===== src/core/tpw_pkg.sv =====
// Purpose: Shared constants and types for the three-phase PWM timer block.
// Assumes: Register indices are byte addresses divided by four on the bus.
// Notes: Field positions are bit numbers inside the 8-bit registers.
package tpw_pkg;

  // Bus widths.
  localparam int ADR_W = 16;
  localparam int DAT_W = 32;
  localparam int IDX_W = 13;

  // Register indices; the byte address is four times the index.
  localparam logic [IDX_W-1:0] IDX_TIMER_CTRL = 13'h1002;
  localparam logic [IDX_W-1:0] IDX_PWM_CTRL1 = 13'h1003;
  localparam logic [IDX_W-1:0] IDX_PWM_CTRL2 = 13'h1004;
  localparam logic [IDX_W-1:0] IDX_PWM_CTRL3 = 13'h1005;
  localparam logic [IDX_W-1:0] IDX_PERIOD_LOW = 13'h1008;
  localparam logic [IDX_W-1:0] IDX_PERIOD_HIGH = 13'h1009;
  localparam logic [IDX_W-1:0] IDX_DUTY_A_LOW = 13'h100a;
  localparam logic [IDX_W-1:0] IDX_DUTY_A_HIGH = 13'h100b;
  localparam logic [IDX_W-1:0] IDX_DUTY_B_LOW = 13'h100c;
  localparam logic [IDX_W-1:0] IDX_DUTY_B_HIGH = 13'h100d;
  localparam logic [IDX_W-1:0] IDX_DUTY_C_LOW = 13'h100e;
  localparam logic [IDX_W-1:0] IDX_DUTY_C_HIGH = 13'h100f;
  localparam logic [IDX_W-1:0] IDX_DELAY_A = 13'h1010;
  localparam logic [IDX_W-1:0] IDX_DELAY_B = 13'h1011;
  localparam logic [IDX_W-1:0] IDX_DELAY_C = 13'h1012;
  localparam logic [IDX_W-1:0] IDX_COMPARE = 13'h1013;
  localparam logic [IDX_W-1:0] IDX_CAPTURE = 13'h1014;
  localparam logic [IDX_W-1:0] IDX_COUNT = 13'h1015;

  // Reset values.
  localparam logic [7:0] RST_CTRL = 8'h00;
  localparam logic [7:0] RST_PERIOD_LOW = 8'hff;
  localparam logic [1:0] RST_HIGH = 2'h0;
  localparam logic [7:0] RST_DUTY_LOW = 8'h7f;
  localparam logic [7:0] RST_DELAY = 8'h00;
  localparam logic [7:0] RST_COMPARE = 8'hff;
  localparam logic [7:0] RST_CAPTURE = 8'h00;

  // Timer control fields.
  localparam int TC_CASCADE = 7;
  localparam int TC_CAPMODE = 6;
  localparam int TC_CONTINUE = 5;
  localparam int TC_START = 4;

  // PWM control one fields.
  localparam int P1_MODE = 7;
  localparam int P1_SYNC = 6;
  localparam int P1_UPDN = 5;
  localparam int P1_HALT = 4;
  localparam int P1_UPDSEL = 3;
  localparam int P1_UPDATE_ALL_DUTIES = 2;
  localparam int P1_DELAY_PRESCALER = 0;

  // PWM control two fields; pin enables sit in bits 5..0.
  localparam int P2_SINGLE = 7;

  // PWM control three fields; pin polarities sit in bits 5..0.
  localparam int P3_HIZ = 7;
  localparam int P3_SECLVL = 6;

  // Pin order: 5 a1, 4 a2, 3 b1, 2 b2, 1 c1, 0 c2.
  localparam int NPINS = 6;

  // Six PWM pins as level and output enable.
  typedef struct packed {
    logic [NPINS-1:0] level;
    logic [NPINS-1:0] oe;
  } tpw_pins_s;

endpackage


===== src/core/tpw_top.sv =====
// Purpose: Eight-bit timer that switches into a 10-bit three-channel PWM.
// Assumes: Classic Wishbone slave, one register per aligned word.
// Notes: Summary of operation follows.
// Summary of operation
// [RULE1] Ten-bit period split over high/low bytes.
// [RULE2] Three ten-bit duties, low resets 7f.
// [RULE3] Per-pin four-bit rising delay, prescaled.
// [RULE4] Timer reads live count, capture reads latch.
// [RULE5] Mode bit selects timer or PWM.
// [RULE6] Blank rising edge floats pins when synced.
// [RULE7] Up-only or up/down counting select.
// [RULE8] Update at period match or immediately.
// [RULE9] Release bit restores drive, self clears.
// [RULE10] Disabled second pin: polarity or first level.
// [RULE11] First pin polarity sets start, idle level.
// [RULE12] Second pin copies first, optionally inverted.
// [RULE13] Halt forces reset outputs, counter zero.
// [RULE14] Update-all writes A duty into B, C.
// [RULE15] Single-channel mode drives all from A.
// [RULE16] Six-channel mode uses own channel duty.
// [RULE17] Counter zero to period, toggle at duty.
// [RULE18] Bytes combined whole into active compare.
//
// The implementer's own choice: the Wishbone register port.
`timescale 1ns/1ps
`default_nettype none

module tpw_top
  import tpw_pkg::*;
(
  // Clock and reset.
  input wire logic clk_in,
  input wire logic sys_rst_in,
  // Wishbone slave.
  input wire logic wb_cyc_in,
  input wire logic wb_stb_in,
  input wire logic wb_we_in,
  input wire logic [ADR_W-1:0] wb_adr_in,
  input wire logic [3:0] wb_sel_in,
  input wire logic [DAT_W-1:0] wb_dat_in,
  output logic [DAT_W-1:0] wb_dat_out,
  output logic wb_ack_out,
  // External pins.
  input wire logic blank_input_in,
  input wire logic capture_in,
  output tpw_pins_s pins_out
);

  // Bus state.
  logic ack_reg;
  logic [DAT_W-1:0] rdata_reg;
  logic [7:0] rdata_next;
  logic [IDX_W-1:0] idx;
  logic mapped;
  logic wr_en;

  // Software registers.
  logic [7:0] timer_control_reg;
  logic [7:0] pwm_control_one_reg;
  logic [7:0] pwm_control_two_reg;
  logic [6:0] pwm_control_three_reg;
  logic [7:0] period_low_reg;
  logic [1:0] period_high_reg;
  logic [7:0] duty_low_reg [3];
  logic [1:0] duty_high_reg [3];
  logic [7:0] delay_reg [3];
  logic [7:0] compare_value_reg;
  logic [7:0] capture_value_reg;

  // Counter and active compare values.
  logic [9:0] cnt_reg;
  logic dir_up_reg;
  logic [9:0] period_act_reg;
  logic [9:0] duty_act_reg [3];
  logic period_match;
  logic load_active;

  // Pin synchronisers and edge history.
  logic blank_meta_reg;
  logic blank_sync_reg;
  logic blank_prev_reg;
  logic cap_meta_reg;
  logic cap_sync_reg;
  logic cap_prev_reg;
  logic hiz_reg;

  // Delay prescaler.
  logic [2:0] pre_reg;
  logic [2:0] pre_mask;
  logic delay_tick;

  // Per-pin levels.
  logic [NPINS-1:0] base_lvl;
  logic [NPINS-1:0] dly_lvl;
  logic [NPINS-1:0] pin_lvl;
  logic [2:0] chan_on;

  // Control decode.
  logic pwm_mode;
  logic pwm_hold;
  logic [7:0] pol;
  logic [5:0] pin_en;

  assign pwm_mode = pwm_control_one_reg[P1_MODE];
  assign pol = {1'b0, pwm_control_three_reg};
  assign pin_en = pwm_control_two_reg[5:0];

  // Halt, or a low blank level while synced, holds the PWM in reset.
  // [RULE13] halt holds counter
  assign pwm_hold = pwm_control_one_reg[P1_HALT] |
                    (pwm_control_one_reg[P1_SYNC] & ~blank_sync_reg);

  // Address decode; bit 15 set lands outside the map, address bits 1..0 are ignored.
  assign idx = wb_adr_in[IDX_W+1:2];
  assign wr_en = wb_cyc_in & wb_stb_in & wb_we_in & ~ack_reg & wb_sel_in[0];

  // Read multiplexer; unmapped addresses read zero.
  always_comb begin
    rdata_next = 8'h00;
    mapped = 1'b1;
    case (idx)
      IDX_TIMER_CTRL: rdata_next = timer_control_reg;
      IDX_PWM_CTRL1: rdata_next = pwm_control_one_reg;
      IDX_PWM_CTRL2: rdata_next = pwm_control_two_reg;
      IDX_PWM_CTRL3: rdata_next = {1'b0, pwm_control_three_reg};
      IDX_PERIOD_LOW: rdata_next = period_low_reg;
      IDX_PERIOD_HIGH: rdata_next = {6'h00, period_high_reg};
      IDX_DUTY_A_LOW: rdata_next = duty_low_reg[0];
      IDX_DUTY_A_HIGH: rdata_next = {6'h00, duty_high_reg[0]};
      IDX_DUTY_B_LOW: rdata_next = duty_low_reg[1];
      IDX_DUTY_B_HIGH: rdata_next = {6'h00, duty_high_reg[1]};
      IDX_DUTY_C_LOW: rdata_next = duty_low_reg[2];
      IDX_DUTY_C_HIGH: rdata_next = {6'h00, duty_high_reg[2]};
      IDX_DELAY_A: rdata_next = delay_reg[0];
      IDX_DELAY_B: rdata_next = delay_reg[1];
      IDX_DELAY_C: rdata_next = delay_reg[2];
      IDX_COMPARE: rdata_next = compare_value_reg;
      // [RULE4] capture latch read
      IDX_CAPTURE: rdata_next = capture_value_reg;
      // [RULE4] live count read
      IDX_COUNT: rdata_next = cnt_reg[7:0];
      default: mapped = 1'b0;
    endcase
    if (wb_adr_in[ADR_W-1] != 1'b0) begin
      rdata_next = 8'h00;
      mapped = 1'b0;
    end
  end

  // Acknowledge one cycle after the request, dropped the cycle after.
  always_ff @(posedge clk_in) begin
    if (sys_rst_in) begin
      ack_reg <= 1'b0;
      rdata_reg <= '0;
    end else begin
      ack_reg <= wb_cyc_in & wb_stb_in & ~ack_reg;
      rdata_reg <= {24'h000000, rdata_next};
    end
  end

  assign wb_ack_out = ack_reg;
  assign wb_dat_out = rdata_reg;

  // Control and compare register writes.
  always_ff @(posedge clk_in) begin
    if (sys_rst_in) begin
      timer_control_reg <= RST_CTRL;
      pwm_control_one_reg <= RST_CTRL;
      pwm_control_two_reg <= RST_CTRL;
      pwm_control_three_reg <= RST_CTRL[6:0];
      compare_value_reg <= RST_COMPARE;
      delay_reg <= '{RST_DELAY, RST_DELAY, RST_DELAY};
    end else if (wr_en && mapped) begin
      case (idx)
        IDX_TIMER_CTRL: timer_control_reg <= wb_dat_in[7:0];
        // [RULE5] mode select write
        IDX_PWM_CTRL1: pwm_control_one_reg <= wb_dat_in[7:0];
        IDX_PWM_CTRL2: pwm_control_two_reg <= wb_dat_in[7:0];
        IDX_PWM_CTRL3: pwm_control_three_reg <= wb_dat_in[6:0];
        IDX_DELAY_A: delay_reg[0] <= wb_dat_in[7:0];
        IDX_DELAY_B: delay_reg[1] <= wb_dat_in[7:0];
        IDX_DELAY_C: delay_reg[2] <= wb_dat_in[7:0];
        IDX_COMPARE: compare_value_reg <= wb_dat_in[7:0];
        default: ;
      endcase
    end
  end

  // Period and duty byte writes.
  always_ff @(posedge clk_in) begin
    if (sys_rst_in) begin
      period_low_reg <= RST_PERIOD_LOW;
      period_high_reg <= RST_HIGH;
      duty_low_reg <= '{RST_DUTY_LOW, RST_DUTY_LOW, RST_DUTY_LOW};
      duty_high_reg <= '{RST_HIGH, RST_HIGH, RST_HIGH};
    end else if (wr_en && mapped) begin
      case (idx)
        // [RULE1] period byte halves
        IDX_PERIOD_LOW: period_low_reg <= wb_dat_in[7:0];
        IDX_PERIOD_HIGH: period_high_reg <= wb_dat_in[1:0];
        // [RULE14] update all duties
        IDX_DUTY_A_LOW: begin
          duty_low_reg[0] <= wb_dat_in[7:0];
          if (pwm_control_one_reg[P1_UPDATE_ALL_DUTIES]) begin
            duty_low_reg[1] <= wb_dat_in[7:0];
            duty_low_reg[2] <= wb_dat_in[7:0];
          end
        end
        IDX_DUTY_A_HIGH: begin
          duty_high_reg[0] <= wb_dat_in[1:0];
          if (pwm_control_one_reg[P1_UPDATE_ALL_DUTIES]) begin
            duty_high_reg[1] <= wb_dat_in[1:0];
            duty_high_reg[2] <= wb_dat_in[1:0];
          end
        end
        // [RULE2] duty byte halves
        IDX_DUTY_B_LOW: duty_low_reg[1] <= wb_dat_in[7:0];
        IDX_DUTY_B_HIGH: duty_high_reg[1] <= wb_dat_in[1:0];
        IDX_DUTY_C_LOW: duty_low_reg[2] <= wb_dat_in[7:0];
        IDX_DUTY_C_HIGH: duty_high_reg[2] <= wb_dat_in[1:0];
        default: ;
      endcase
    end
  end

  // Two-flop synchronisers and edge history for the pins.
  always_ff @(posedge clk_in) begin
    if (sys_rst_in) begin
      blank_meta_reg <= 1'b1;
      blank_sync_reg <= 1'b1;
      blank_prev_reg <= 1'b1;
      cap_meta_reg <= 1'b0;
      cap_sync_reg <= 1'b0;
      cap_prev_reg <= 1'b0;
    end else begin
      blank_meta_reg <= blank_input_in;
      blank_sync_reg <= blank_meta_reg;
      blank_prev_reg <= blank_sync_reg;
      cap_meta_reg <= capture_in;
      cap_sync_reg <= cap_meta_reg;
      cap_prev_reg <= cap_sync_reg;
    end
  end

  // High-impedance flag; a blank edge wins over a release write.
  always_ff @(posedge clk_in) begin
    if (sys_rst_in) begin
      hiz_reg <= 1'b0;
    end else if (pwm_control_one_reg[P1_SYNC] && blank_sync_reg && !blank_prev_reg) begin
      // [RULE6] blank edge floats
      hiz_reg <= 1'b1;
    end else if (wr_en && mapped && idx == IDX_PWM_CTRL3 && wb_dat_in[P3_HIZ]) begin
      // [RULE9] release restores drive
      hiz_reg <= 1'b0;
    end
  end

  // Capture latch on the synchronised capture edge.
  always_ff @(posedge clk_in) begin
    if (sys_rst_in) begin
      capture_value_reg <= RST_CAPTURE;
    end else if (!pwm_mode && timer_control_reg[TC_CAPMODE] && cap_sync_reg && !cap_prev_reg) begin
      // [RULE4] latch count
      capture_value_reg <= cnt_reg[7:0];
    end
  end

  // [RULE8] match or immediate load
  assign period_match = pwm_mode && (cnt_reg == period_act_reg);
  assign load_active = pwm_control_one_reg[P1_UPDSEL] | period_match;

  // Active compare values, loaded as whole 10-bit words.
  always_ff @(posedge clk_in) begin
    if (sys_rst_in) begin
      period_act_reg <= {RST_HIGH, RST_PERIOD_LOW};
      duty_act_reg <= '{{RST_HIGH, RST_DUTY_LOW}, {RST_HIGH, RST_DUTY_LOW},
                         {RST_HIGH, RST_DUTY_LOW}};
    end else if (load_active) begin
      // [RULE18] combine byte pairs
      period_act_reg <= {period_high_reg, period_low_reg};
      for (int i = 0; i < 3; i++) begin
        duty_act_reg[i] <= {duty_high_reg[i], duty_low_reg[i]};
      end
    end
  end

  // Shared counter for timer and PWM operation.
  always_ff @(posedge clk_in) begin
    if (sys_rst_in) begin
      cnt_reg <= 10'h000;
      dir_up_reg <= 1'b1;
    end else if (pwm_mode) begin
      if (pwm_hold) begin
        cnt_reg <= 10'h000;
        dir_up_reg <= 1'b1;
      end else if (pwm_control_one_reg[P1_UPDN]) begin
        // [RULE7] up and down
        if (dir_up_reg) begin
          if (cnt_reg >= period_act_reg) begin
            cnt_reg <= (period_act_reg == 10'h000) ? 10'h000 : cnt_reg - 10'h001;
            dir_up_reg <= 1'b0;
          end else begin
            cnt_reg <= cnt_reg + 10'h001;
          end
        end else if (cnt_reg == 10'h000) begin
          cnt_reg <= (period_act_reg == 10'h000) ? 10'h000 : 10'h001;
          dir_up_reg <= 1'b1;
        end else begin
          cnt_reg <= cnt_reg - 10'h001;
        end
      end else begin
        // [RULE17] wrap at period
        cnt_reg <= (cnt_reg >= period_act_reg) ? 10'h000 : cnt_reg + 10'h001;
        dir_up_reg <= 1'b1;
      end
    end else begin
      // [RULE5] eight-bit timer
      dir_up_reg <= 1'b1;
      if (wr_en && mapped && idx == IDX_TIMER_CTRL && wb_dat_in[TC_START]) begin
        cnt_reg <= 10'h000;
      end else if (timer_control_reg[TC_CONTINUE]) begin
        if (cnt_reg[7:0] == compare_value_reg) begin
          cnt_reg <= 10'h000;
        end else begin
          cnt_reg <= {2'b00, cnt_reg[7:0] + 8'h01};
        end
      end
    end
  end

  // Delay prescaler; the tick fires once per 1, 2, 4 or 8 clocks.
  always_comb begin
    case (pwm_control_one_reg[P1_DELAY_PRESCALER +: 2])
      2'h0: pre_mask = 3'h0;
      2'h1: pre_mask = 3'h1;
      2'h2: pre_mask = 3'h3;
      default: pre_mask = 3'h7;
    endcase
  end

  // [RULE3] delay clock divider
  assign delay_tick = ((pre_reg & pre_mask) == pre_mask);

  // The prescaler restarts with each up-only period, so the delay tick keeps one
  // phase against the counter and a delayed pin has the same width in every period.
  always_ff @(posedge clk_in) begin
    if (sys_rst_in) begin
      pre_reg <= 3'h0;
    end else if (pwm_mode && (pwm_hold || (!pwm_control_one_reg[P1_UPDN] &&
                 cnt_reg >= period_act_reg))) begin
      pre_reg <= 3'h0;
    end else begin
      pre_reg <= pre_reg + 3'h1;
    end
  end

  // Active phase of each channel, high while below its own duty, or below the A duty in single-channel mode.
  always_comb begin
    for (int i = 0; i < 3; i++) begin
      // [RULE16] own channel duty
      chan_on[i] = (cnt_reg < duty_act_reg[i]);
    end
    if (pwm_control_two_reg[P2_SINGLE]) begin
      // [RULE15] all from A
      chan_on = {3{cnt_reg < duty_act_reg[0]}};
    end
  end

  // Per-pin level, delay and enable handling.
  genvar g;
  generate
    for (g = 0; g < NPINS; g++) begin : gen_pin
      localparam int CH = (NPINS - 1 - g) / 2;
      localparam bit FIRST = (g % 2) == 1;
      logic [3:0] dly_cnt_reg;
      logic [3:0] dly_val;

      assign dly_val = FIRST ? delay_reg[CH][7:4] : delay_reg[CH][3:0];

      if (FIRST) begin : gen_first
        // [RULE11] polarity sets start
        assign base_lvl[g] = chan_on[CH] ^ pol[g];
      end else begin : gen_second
        // [RULE12] copy or invert first
        assign base_lvl[g] = chan_on[CH] ^ pol[g + 1] ^ pol[g];
      end

      // Count prescaled ticks while the level is high.
      always_ff @(posedge clk_in) begin
        if (sys_rst_in) begin
          dly_cnt_reg <= 4'h0;
        end else if (!base_lvl[g]) begin
          dly_cnt_reg <= 4'h0;
        end else if (delay_tick && dly_cnt_reg != dly_val) begin
          dly_cnt_reg <= dly_cnt_reg + 4'h1;
        end
      end

      // [RULE3] rising edge delay
      assign dly_lvl[g] = base_lvl[g] && (dly_cnt_reg == dly_val);
    end
  endgenerate

  // Final pin levels; disabled pins take their polarity, or a second pin the first pin's level.
  always_comb begin
    pin_lvl = '0;
    for (int p = NPINS - 1; p >= 0; p--) begin
      if (!pwm_mode || pwm_hold) begin
        pin_lvl[p] = 1'b0;
      end else if (pin_en[p]) begin
        pin_lvl[p] = dly_lvl[p];
      end else if (p % 2 == 1) begin
        // [RULE11] idle at polarity
        pin_lvl[p] = pol[p];
      end else if (pwm_control_three_reg[P3_SECLVL]) begin
        // [RULE10] follow first pin
        pin_lvl[p] = pin_lvl[p + 1];
      end else begin
        // [RULE10] own polarity level
        pin_lvl[p] = pol[p];
      end
    end
  end

  // Registered pins; the enable drops while floating.
  always_ff @(posedge clk_in) begin
    if (sys_rst_in) begin
      pins_out <= '{level: '0, oe: '1};
    end else begin
      pins_out.level <= pin_lvl;
      // [RULE6] float all pins
      pins_out.oe <= {NPINS{~hiz_reg}};
    end
  end

endmodule

`default_nettype wire


===== config.mk =====
export PLATFORM = sky130hd
export DESIGN_NAME = tpw_top
export DESIGN_NICKNAME = d
export VERILOG_FILES = /design/src/core/tpw_pkg.sv /design/src/core/tpw_top.sv
export SDC_FILE = /design/constraint.sdc
export NUM_CORES = 1
export LEC_CHECK = 0
export BUFFER_PORTS_ARGS = -buffer_cell sky130_fd_sc_hd__clkbuf_2
export CAP_MARGIN = 25
export CORE_MARGIN = 4
export CORE_UTILIZATION = 42
export CTS_CLUSTER_SIZE = 14
export DETAILED_ROUTE_END_ITERATION = 10
export PLACE_DENSITY = 0.68
export SYNTH_ARGS = -nofsm -noshare
export SYNTH_HDL_FRONTEND = slang
export SYNTH_SLANG_ARGS = --single-unit

===== constraint.sdc =====
create_clock -name clk_in -period 5.8 [get_ports clk_in]
set_input_delay 1.74 -clock clk_in [delete_from_list [all_inputs] [get_ports clk_in]]
set_output_delay 1.74 -clock clk_in [all_outputs]
set_load 0.01 [all_outputs]

==> metrics, run 1 <==
status finished, final reports clean; top_reg_cell synth dfxtp_1; vias in the first global route 9003; Die ar. 29400 µm²; Root Buffer clkbuf_16; layout cells sized above 1 0.0992; drt first pass iters 8; Worst Path Buf+Inv 1; pwr dens 248 nW/µm²; overall power 3.06 mW; Max Buffers Root-to-Sink 3; Detail Route Antenna Nets 0; post-CTS setup buffers 0; kind of critical path in -> reg; RSZ-0062 raised after global routing false; first-pass GRT wire length 52.6 mm; placed insts 1616; fmax 247 MHz; Yosys reg bits 212; PostCTS Resize Cnt 0; total CTS buffers 24; Min-Delay Path Class reg -> reg; slew at the pin closest to its max-slew limit 1090 ps; CP most frequent cell nand2_1; number of flops mapped to enable cells by yosys 0; Netlist Area Pre-Place 11200 µm²; Hold WS 423 ps; Final TNS setup 0 ps; setup violators final 0; CP Max Fanout 16; GR Overflow Total 0; Site Rows 59; Buffers on Ports 50; Syn Inst Count 1303; placer's final routability congestion estimate 0.958; top cells by area, synth dfxtp_1, mux2i_1, ha_1; largest net degree at the start of global routing 67; synth unique cells 72; via density per instance 5.86; die height 171 µm; Max VDD drop 0.225 mV; sequential share of the synthesized area 0.379; Iter 0 DRT Violations 1146; CP max-delay cell and2_1; Via Count 9707; Max-slew headroom 0.277; most frequent cells in the layout dfxtp_1, nand2_1, nor2_1; initial antenna violation count 0; Tot GR Track Use 0.229; Die Wd 171 µm; CP Capture Type flop; drt drc 0; Final HPWL DP 24.0 mm; synth warn 0; Syn Area/Cell 8.60 µm²; clk_lat worst skew 520 ps; critical path's largest stage delay 680 ps; Worst Clk Skew 9.38 ps; Max H-tree Level 1; wire length per cell 20.8 µm; commonest non-fill, non-tap cell in the layout dfxtp_1; top-area cell type share of the netlist area 0.379; TritonCTS clock tree done; core area 26100 µm²; post-synthesis async set-or-reset flop share 0; # fillers 2508; Worst setup SP type primary input; critical path cell sequence clkbuf_2 -> nor4_4 -> and4_1 -> and2_1 -> nand2_1 -> nand2_1 -> a21oi_1; Fin. Hold Viols 0; Post-CTS Hold Fix Bufs 0; final period utilization 0.698; diode count 0; crit path DAT 4420 ps; crit path time final 4050 ps; Non-Filler Instances 1656; Max Cap Viol 0; final wirelength 34.5 mm; area leader, netlist dfxtp_1; num ports 104; CP Data Required Time 6180 ps; CTS clk-pin slew, worst paths 60 ps; leakage power 5.22 nW; Area Growth Syn to Fin 10.0%; Nets 1413; Pins Over Slew Limit 0; Initial Util 0.429; Largest register FFs 30; CP top delay family simple AND/OR/NAND/NOR gates; CTS sink cnt 212
==> final cells by class <==
type                       instances  area [µm²]  share of cell area
timing repair buffer              72         418              0.0339
sequential                       212        4240               0.344
tap                              335         419              0.0340
multi-input combinational        950        6330               0.513
inverter                          47         176              0.0143
clock inverter                     5        50.0             0.00406
clock buffer                      35         693              0.0562
==> worst reg2reg max path, cell delays in order (launching register included) <==
cell and delay [ps]:
dfxtp_1 880, ha_1 360, o21ai_0 150, a21oi_1 80
a21oi_1 630, a32oi_1 490, and3_1 340, nor3_1 170
a21oi_1 100
==> synthesized netlist by cell type, types with 6 or more instances <==
| library cell | number |
|---|---|
| and3_1 | 20 |
| a22oi_1 | 20 |
| xor2_1 | 54 |
| nand2_1 | 123 |
| nor2_1 | 113 |
| and2_1 | 8 |
| xnor2_1 | 13 |
| nand3_1 | 53 |
| a221oi_1 | 8 |
| buf_4 | 29 |
| a31oi_1 | 14 |
| a211o_1 | 53 |
| clkbuf_1 | 67 |
| inv_1 | 47 |
| nor3_1 | 15 |
| nand4_1 | 15 |
| a211oi_1 | 6 |
| nand3b_1 | 12 |
| dfxtp_1 | 212 |
| nor2b_1 | 53 |
| ha_1 | 47 |
| mux2i_1 | 63 |
| a21oi_1 | 70 |
| buf_1 | 7 |
| a222oi_1 | 11 |
| o21ai_0 | 25 |
| buf_2 | 13 |
| nand2b_1 | 20 |
| nor4_1 | 11 |
==> cells by family (layout without fill, tap and decap cells) <==
logic type               count (synthesis)  after routing  synth area share
flip-flops                             212            212             0.379
AO/OA/AOI/OAI                          262            262             0.167
adder cells (fa/ha/maj)                 47             47            0.0525
multiplexers                            65             65            0.0583
XOR/XNOR                                69             69            0.0564
buffers and inverters                  164            159            0.0668
other                                    1             24          0.000335
AND/OR/NAND/NOR                        483            483             0.220
==> worst paths after layout <==
| kind | start | to | slack (ps) | cells after the start |
|---|---|---|---|---|
| worst min register to register | blank_meta_reg$_SDFF_PP1_ | blank_sync_reg$_SDFF_PP1_ | 420 | 1 |
| worst min-delay path | blank_meta_reg$_SDFF_PP1_ | blank_sync_reg$_SDFF_PP1_ | 420 | 1 |
| worst max-delay path | wb_adr_in[11] | pwm_control_one_reg[7]$_SDFFE_PP0P_ | 1750 | 7 |
| worst max register to register | cnt_reg[4]$_SDFFE_PP0P_ | pins_out[8]$_SDFF_PP0_ | 2450 | 8 |
==> layer usage <==
| layer | wire length (µm) | share of wire | vias to the layer above | track usage |
|---|---|---|---|---|
| li1 | - | - | 4560 | - |
| met3 | 2780 | 0.080 | 95 | 0.0414 |
| met5 | 0 | 0 | - | 0 |
| met2 | 15400 | 0.45 | 439 | 0.364 |
| met4 | 1550 | 0.045 | 0 | 0.0903 |
| met1 | 14700 | 0.43 | 4613 | 0.311 |
==> report_power, final <==
| part | total, mW | leakage, nW | switching (mW) | internal (mW) |
|---|---|---|---|---|
| Clock | 1.46 | 0.368 | 0.591 | 0.864 |
| Combinational | 0.128 | 3.14 | 0.0903 | 0.0381 |
| Sequential | 1.47 | 1.71 | 0.00858 | 1.47 |
| Total | 3.06 | 5.22 | 0.690 | 2.37 |
==> metrics by stage <==
step,setup slack (ps),area (µm²),util
after floorplan,2120,11300,-
after global placement,1280,11600,0.443
after CTS,1850,12300,0.472
final,1750,12300,0.472
after detailed placement,1320,11600,0.443
after global routing,1710,12300,0.472
Power figures use the tool's default switching activity.
==> run 2: changes to the inputs <==
--- a/config.mk
+++ b/config.mk
@@ -11,7 +11,7 @@
 export CORE_UTILIZATION = 42
 export CTS_CLUSTER_SIZE = 14
 export DETAILED_ROUTE_END_ITERATION = 10
-export PLACE_DENSITY = 0.68
+export PLACE_DENSITY = 0.7
 export SYNTH_ARGS = -nofsm -noshare
 export SYNTH_HDL_FRONTEND = slang
 export SYNTH_SLANG_ARGS = --single-unit
==> constraint.sdc (replaced) <==
create_clock -name clk_in -period 3.5 [get_ports clk_in]
set_input_delay 1.05 -clock clk_in [delete_from_list [all_inputs] [get_ports clk_in]]
set_output_delay 1.05 -clock clk_in [all_outputs]
set_load 0.01 [all_outputs]
==> run 2 against run 1 <==
Clock power up 58%. Critical path type unchanged. Critical endpoint is now wb_dat_out[7]$_SDFF_PP0_. Register-to-register slack got worse by 1700 ps. Cell count increased by 1.9%. Wire length rose by 1.2%. Worst setup slack worse by 1100 ps. Non-clock buffer count is 33 higher. First-iteration DRC count is 21% lower.
==> metrics, run 2 (synthesis gave the netlist of run 1 again) <==
Worst setup SP type primary input (unchanged); placer's final routability congestion estimate 1.02 (was 0.958); slew at the pin closest to its max-slew limit 644 ps (was 1090 ps); initial antenna violation count 0 (unchanged); Max H-tree Level 1 (unchanged); GR Overflow Total 0 (unchanged); post-CTS setup buffers 0 (unchanged); kind of critical path in -> reg (unchanged); pwr dens 394 nW/µm² (was 248 nW/µm²); Max Buffers Root-to-Sink 3 (unchanged); status finished, final reports clean (unchanged); FF-to-FF setup slack 710 ps (was 2450 ps); register area 4240 µm² (unchanged); clk_lat worst skew 530 ps (was 520 ps); Hold Path Sink blank_sync_reg$_SDFF_PP1_ (unchanged); Hold Path Stages 1 (unchanged); Pins Over Slew Limit 0 (unchanged); Area Growth Syn to Fin 12.6% (was 10.0%); reg-to-reg critical path endpoint cnt_reg[1]$_SDFFE_PP0P_ (was pins_out[8]$_SDFF_PP0_); wire length per cell 20.7 µm (was 20.8 µm); Initial Util 0.429 (unchanged); Detail Route Antenna Nets 0 (unchanged); Nets 1446 (was 1413); crit path time final 2810 ps; Iter 0 DRT Violations 907 (was 1146); setup slack at placement 223 ps (was 1320 ps); CP Max Fanout 12 (was 16); die height 171 µm (unchanged); CP Capture Type flop (unchanged); largest net degree at the start of global routing 92 (was 67); Die ar. 29400 µm² (unchanged); PostCTS Resize Cnt 0 (unchanged); TritonCTS clock tree done (unchanged); Max VDD drop 0.348 mV (was 0.225 mV); Max Cap Viol 0 (unchanged); num ports 104 (unchanged); via density per instance 5.81 (was 5.86); final wirelength 34.9 mm (was 34.5 mm); Setup WS post-layout 690 ps (was 1750 ps); commonest non-fill, non-tap cell in the layout dfxtp_1 (unchanged); # fillers 2486 (was 2508); drt drc 0 (unchanged); final period utilization 0.803; CTS clk-pin slew, worst paths 60 ps (about the same); most frequent cells in the layout dfxtp_1, nand2_1, nor2_1 (unchanged); crit path DAT 3280 ps (was 4420 ps); RSZ-0062 raised after global routing false (unchanged); Hold WS 417 ps (was 423 ps); CTS sink cnt 212 (unchanged); multi-input logic area 6330 µm² (unchanged); Die Wd 171 µm (unchanged); Final HPWL DP 25.4 mm (was 24.0 mm); Root Buffer clkbuf_16 (unchanged); Tot GR Track Use 0.235 (was 0.229); CP Data Required Time 3970 ps (was 6180 ps); Fin. Hold Viols 0 (unchanged); Worst Clk Skew 19.1 ps (was 9.38 ps); Max-slew headroom 0.569 (was 0.277); drt first pass iters 7 (was 8); Largest register FFs 30 (unchanged); leakage power 5.40 nW (was 5.22 nW); fmax 356 MHz; first-pass GRT wire length 54.3 mm (was 52.6 mm); core area 26100 µm² (unchanged); r2r worst-path depth 9 (was 8); vias in the first global route 9367 (was 9003); diode count 0 (unchanged); Via Count 9804 (was 9707); Post-CTS Hold Fix Bufs 0 (unchanged); Site Rows 59 (unchanged); hold path startpoint blank_meta_reg$_SDFF_PP1_ (unchanged); total CTS buffers 24 (unchanged); Min-Delay Path Class reg -> reg (unchanged); Final TNS setup 0 ps (unchanged); Buffers on Ports 50 (unchanged); layout cells sized above 1 0.122 (was 0.0992); reg2reg start cnt_reg[0]$_SDFFE_PP0P_ (was cnt_reg[4]$_SDFFE_PP0P_); setup violators final 0 (unchanged)
## run 2: layout make-up
cell class	count	share of cell area
clock buffers	32	0.0523
clock inverters	7	0.00387
inverters	47	0.0140
multi-input cells	950	0.502
flip-flops and latches	212	0.336
well taps	335	0.0332
repair buffers	105	0.0587
## run 2: worst max-delay path by stage
| stage | start | end | slack [ps] | cells past startpoint |
|---|---|---|---|---|
| 4_1_cts | cnt_reg[0]$_SDFFE_PP0P_ | cnt_reg[1]$_SDFFE_PP0P_ | 690 | 9 |
| 3_3_place_gp | wb_adr_in[6] | wb_dat_out[7]$_SDFF_PP0_ | 220 | 9 |
| 6_report | wb_adr_in[6] | wb_dat_out[7]$_SDFF_PP0_ | 690 | 9 |
| 3_5_place_dp | wb_adr_in[6] | cnt_reg[8]$_SDFFE_PP0P_ | 220 | 9 |
| 5_1_grt | wb_adr_in[11] | compare_value_reg[5]$_SDFFE_PP1P_ | 520 | 8 |
| 2_1_floorplan | wb_adr_in[11] | duty_low_reg[13]$_SDFFE_PP1P_ | 510 | 8 |
## run 2: per-layer routing
layer	share of wire	up-vias	GRT usage
li1	-	4640	-
met1	0.44	4678	0.317
met2	0.46	399	0.387
met3	0.066	87	0.0326
met4	0.039	0	0.0827
met5	0	-	0
## run 2: power by group
part | switching [mW] | internal (mW) | leakage, nW
logic | 0.150 | 0.0699 | 3.34
registers | 0.0138 | 2.43 | 1.71
clock network | 0.994 | 1.32 | 0.350
## run 2: per-stage QoR
| stage | std cells | cell area, µm² | power (mW) | util |
|---|---|---|---|---|
| finish | 1688 | 12600 | 4.97 | 0.483 |
| global route | 1688 | 12600 | 5.12 | 0.483 |
| CTS | 1688 | 12600 | 5.01 | 0.483 |
| floorplan | 1326 | 11300 | 2.65 | - |
| global placement | 1649 | 11900 | 2.71 | 0.456 |
| detailed placement | 1649 | 11900 | 2.71 | 0.456 |
## run 2: worst max-delay path, cell delays in order
cell and delay [ps]:
clkbuf_2 130, or4_1 580, nor3_1 160, buf_4 240, and2_1 190, buf_4 180, a222oi_1 130, a31oi_1 440
buf_4 180
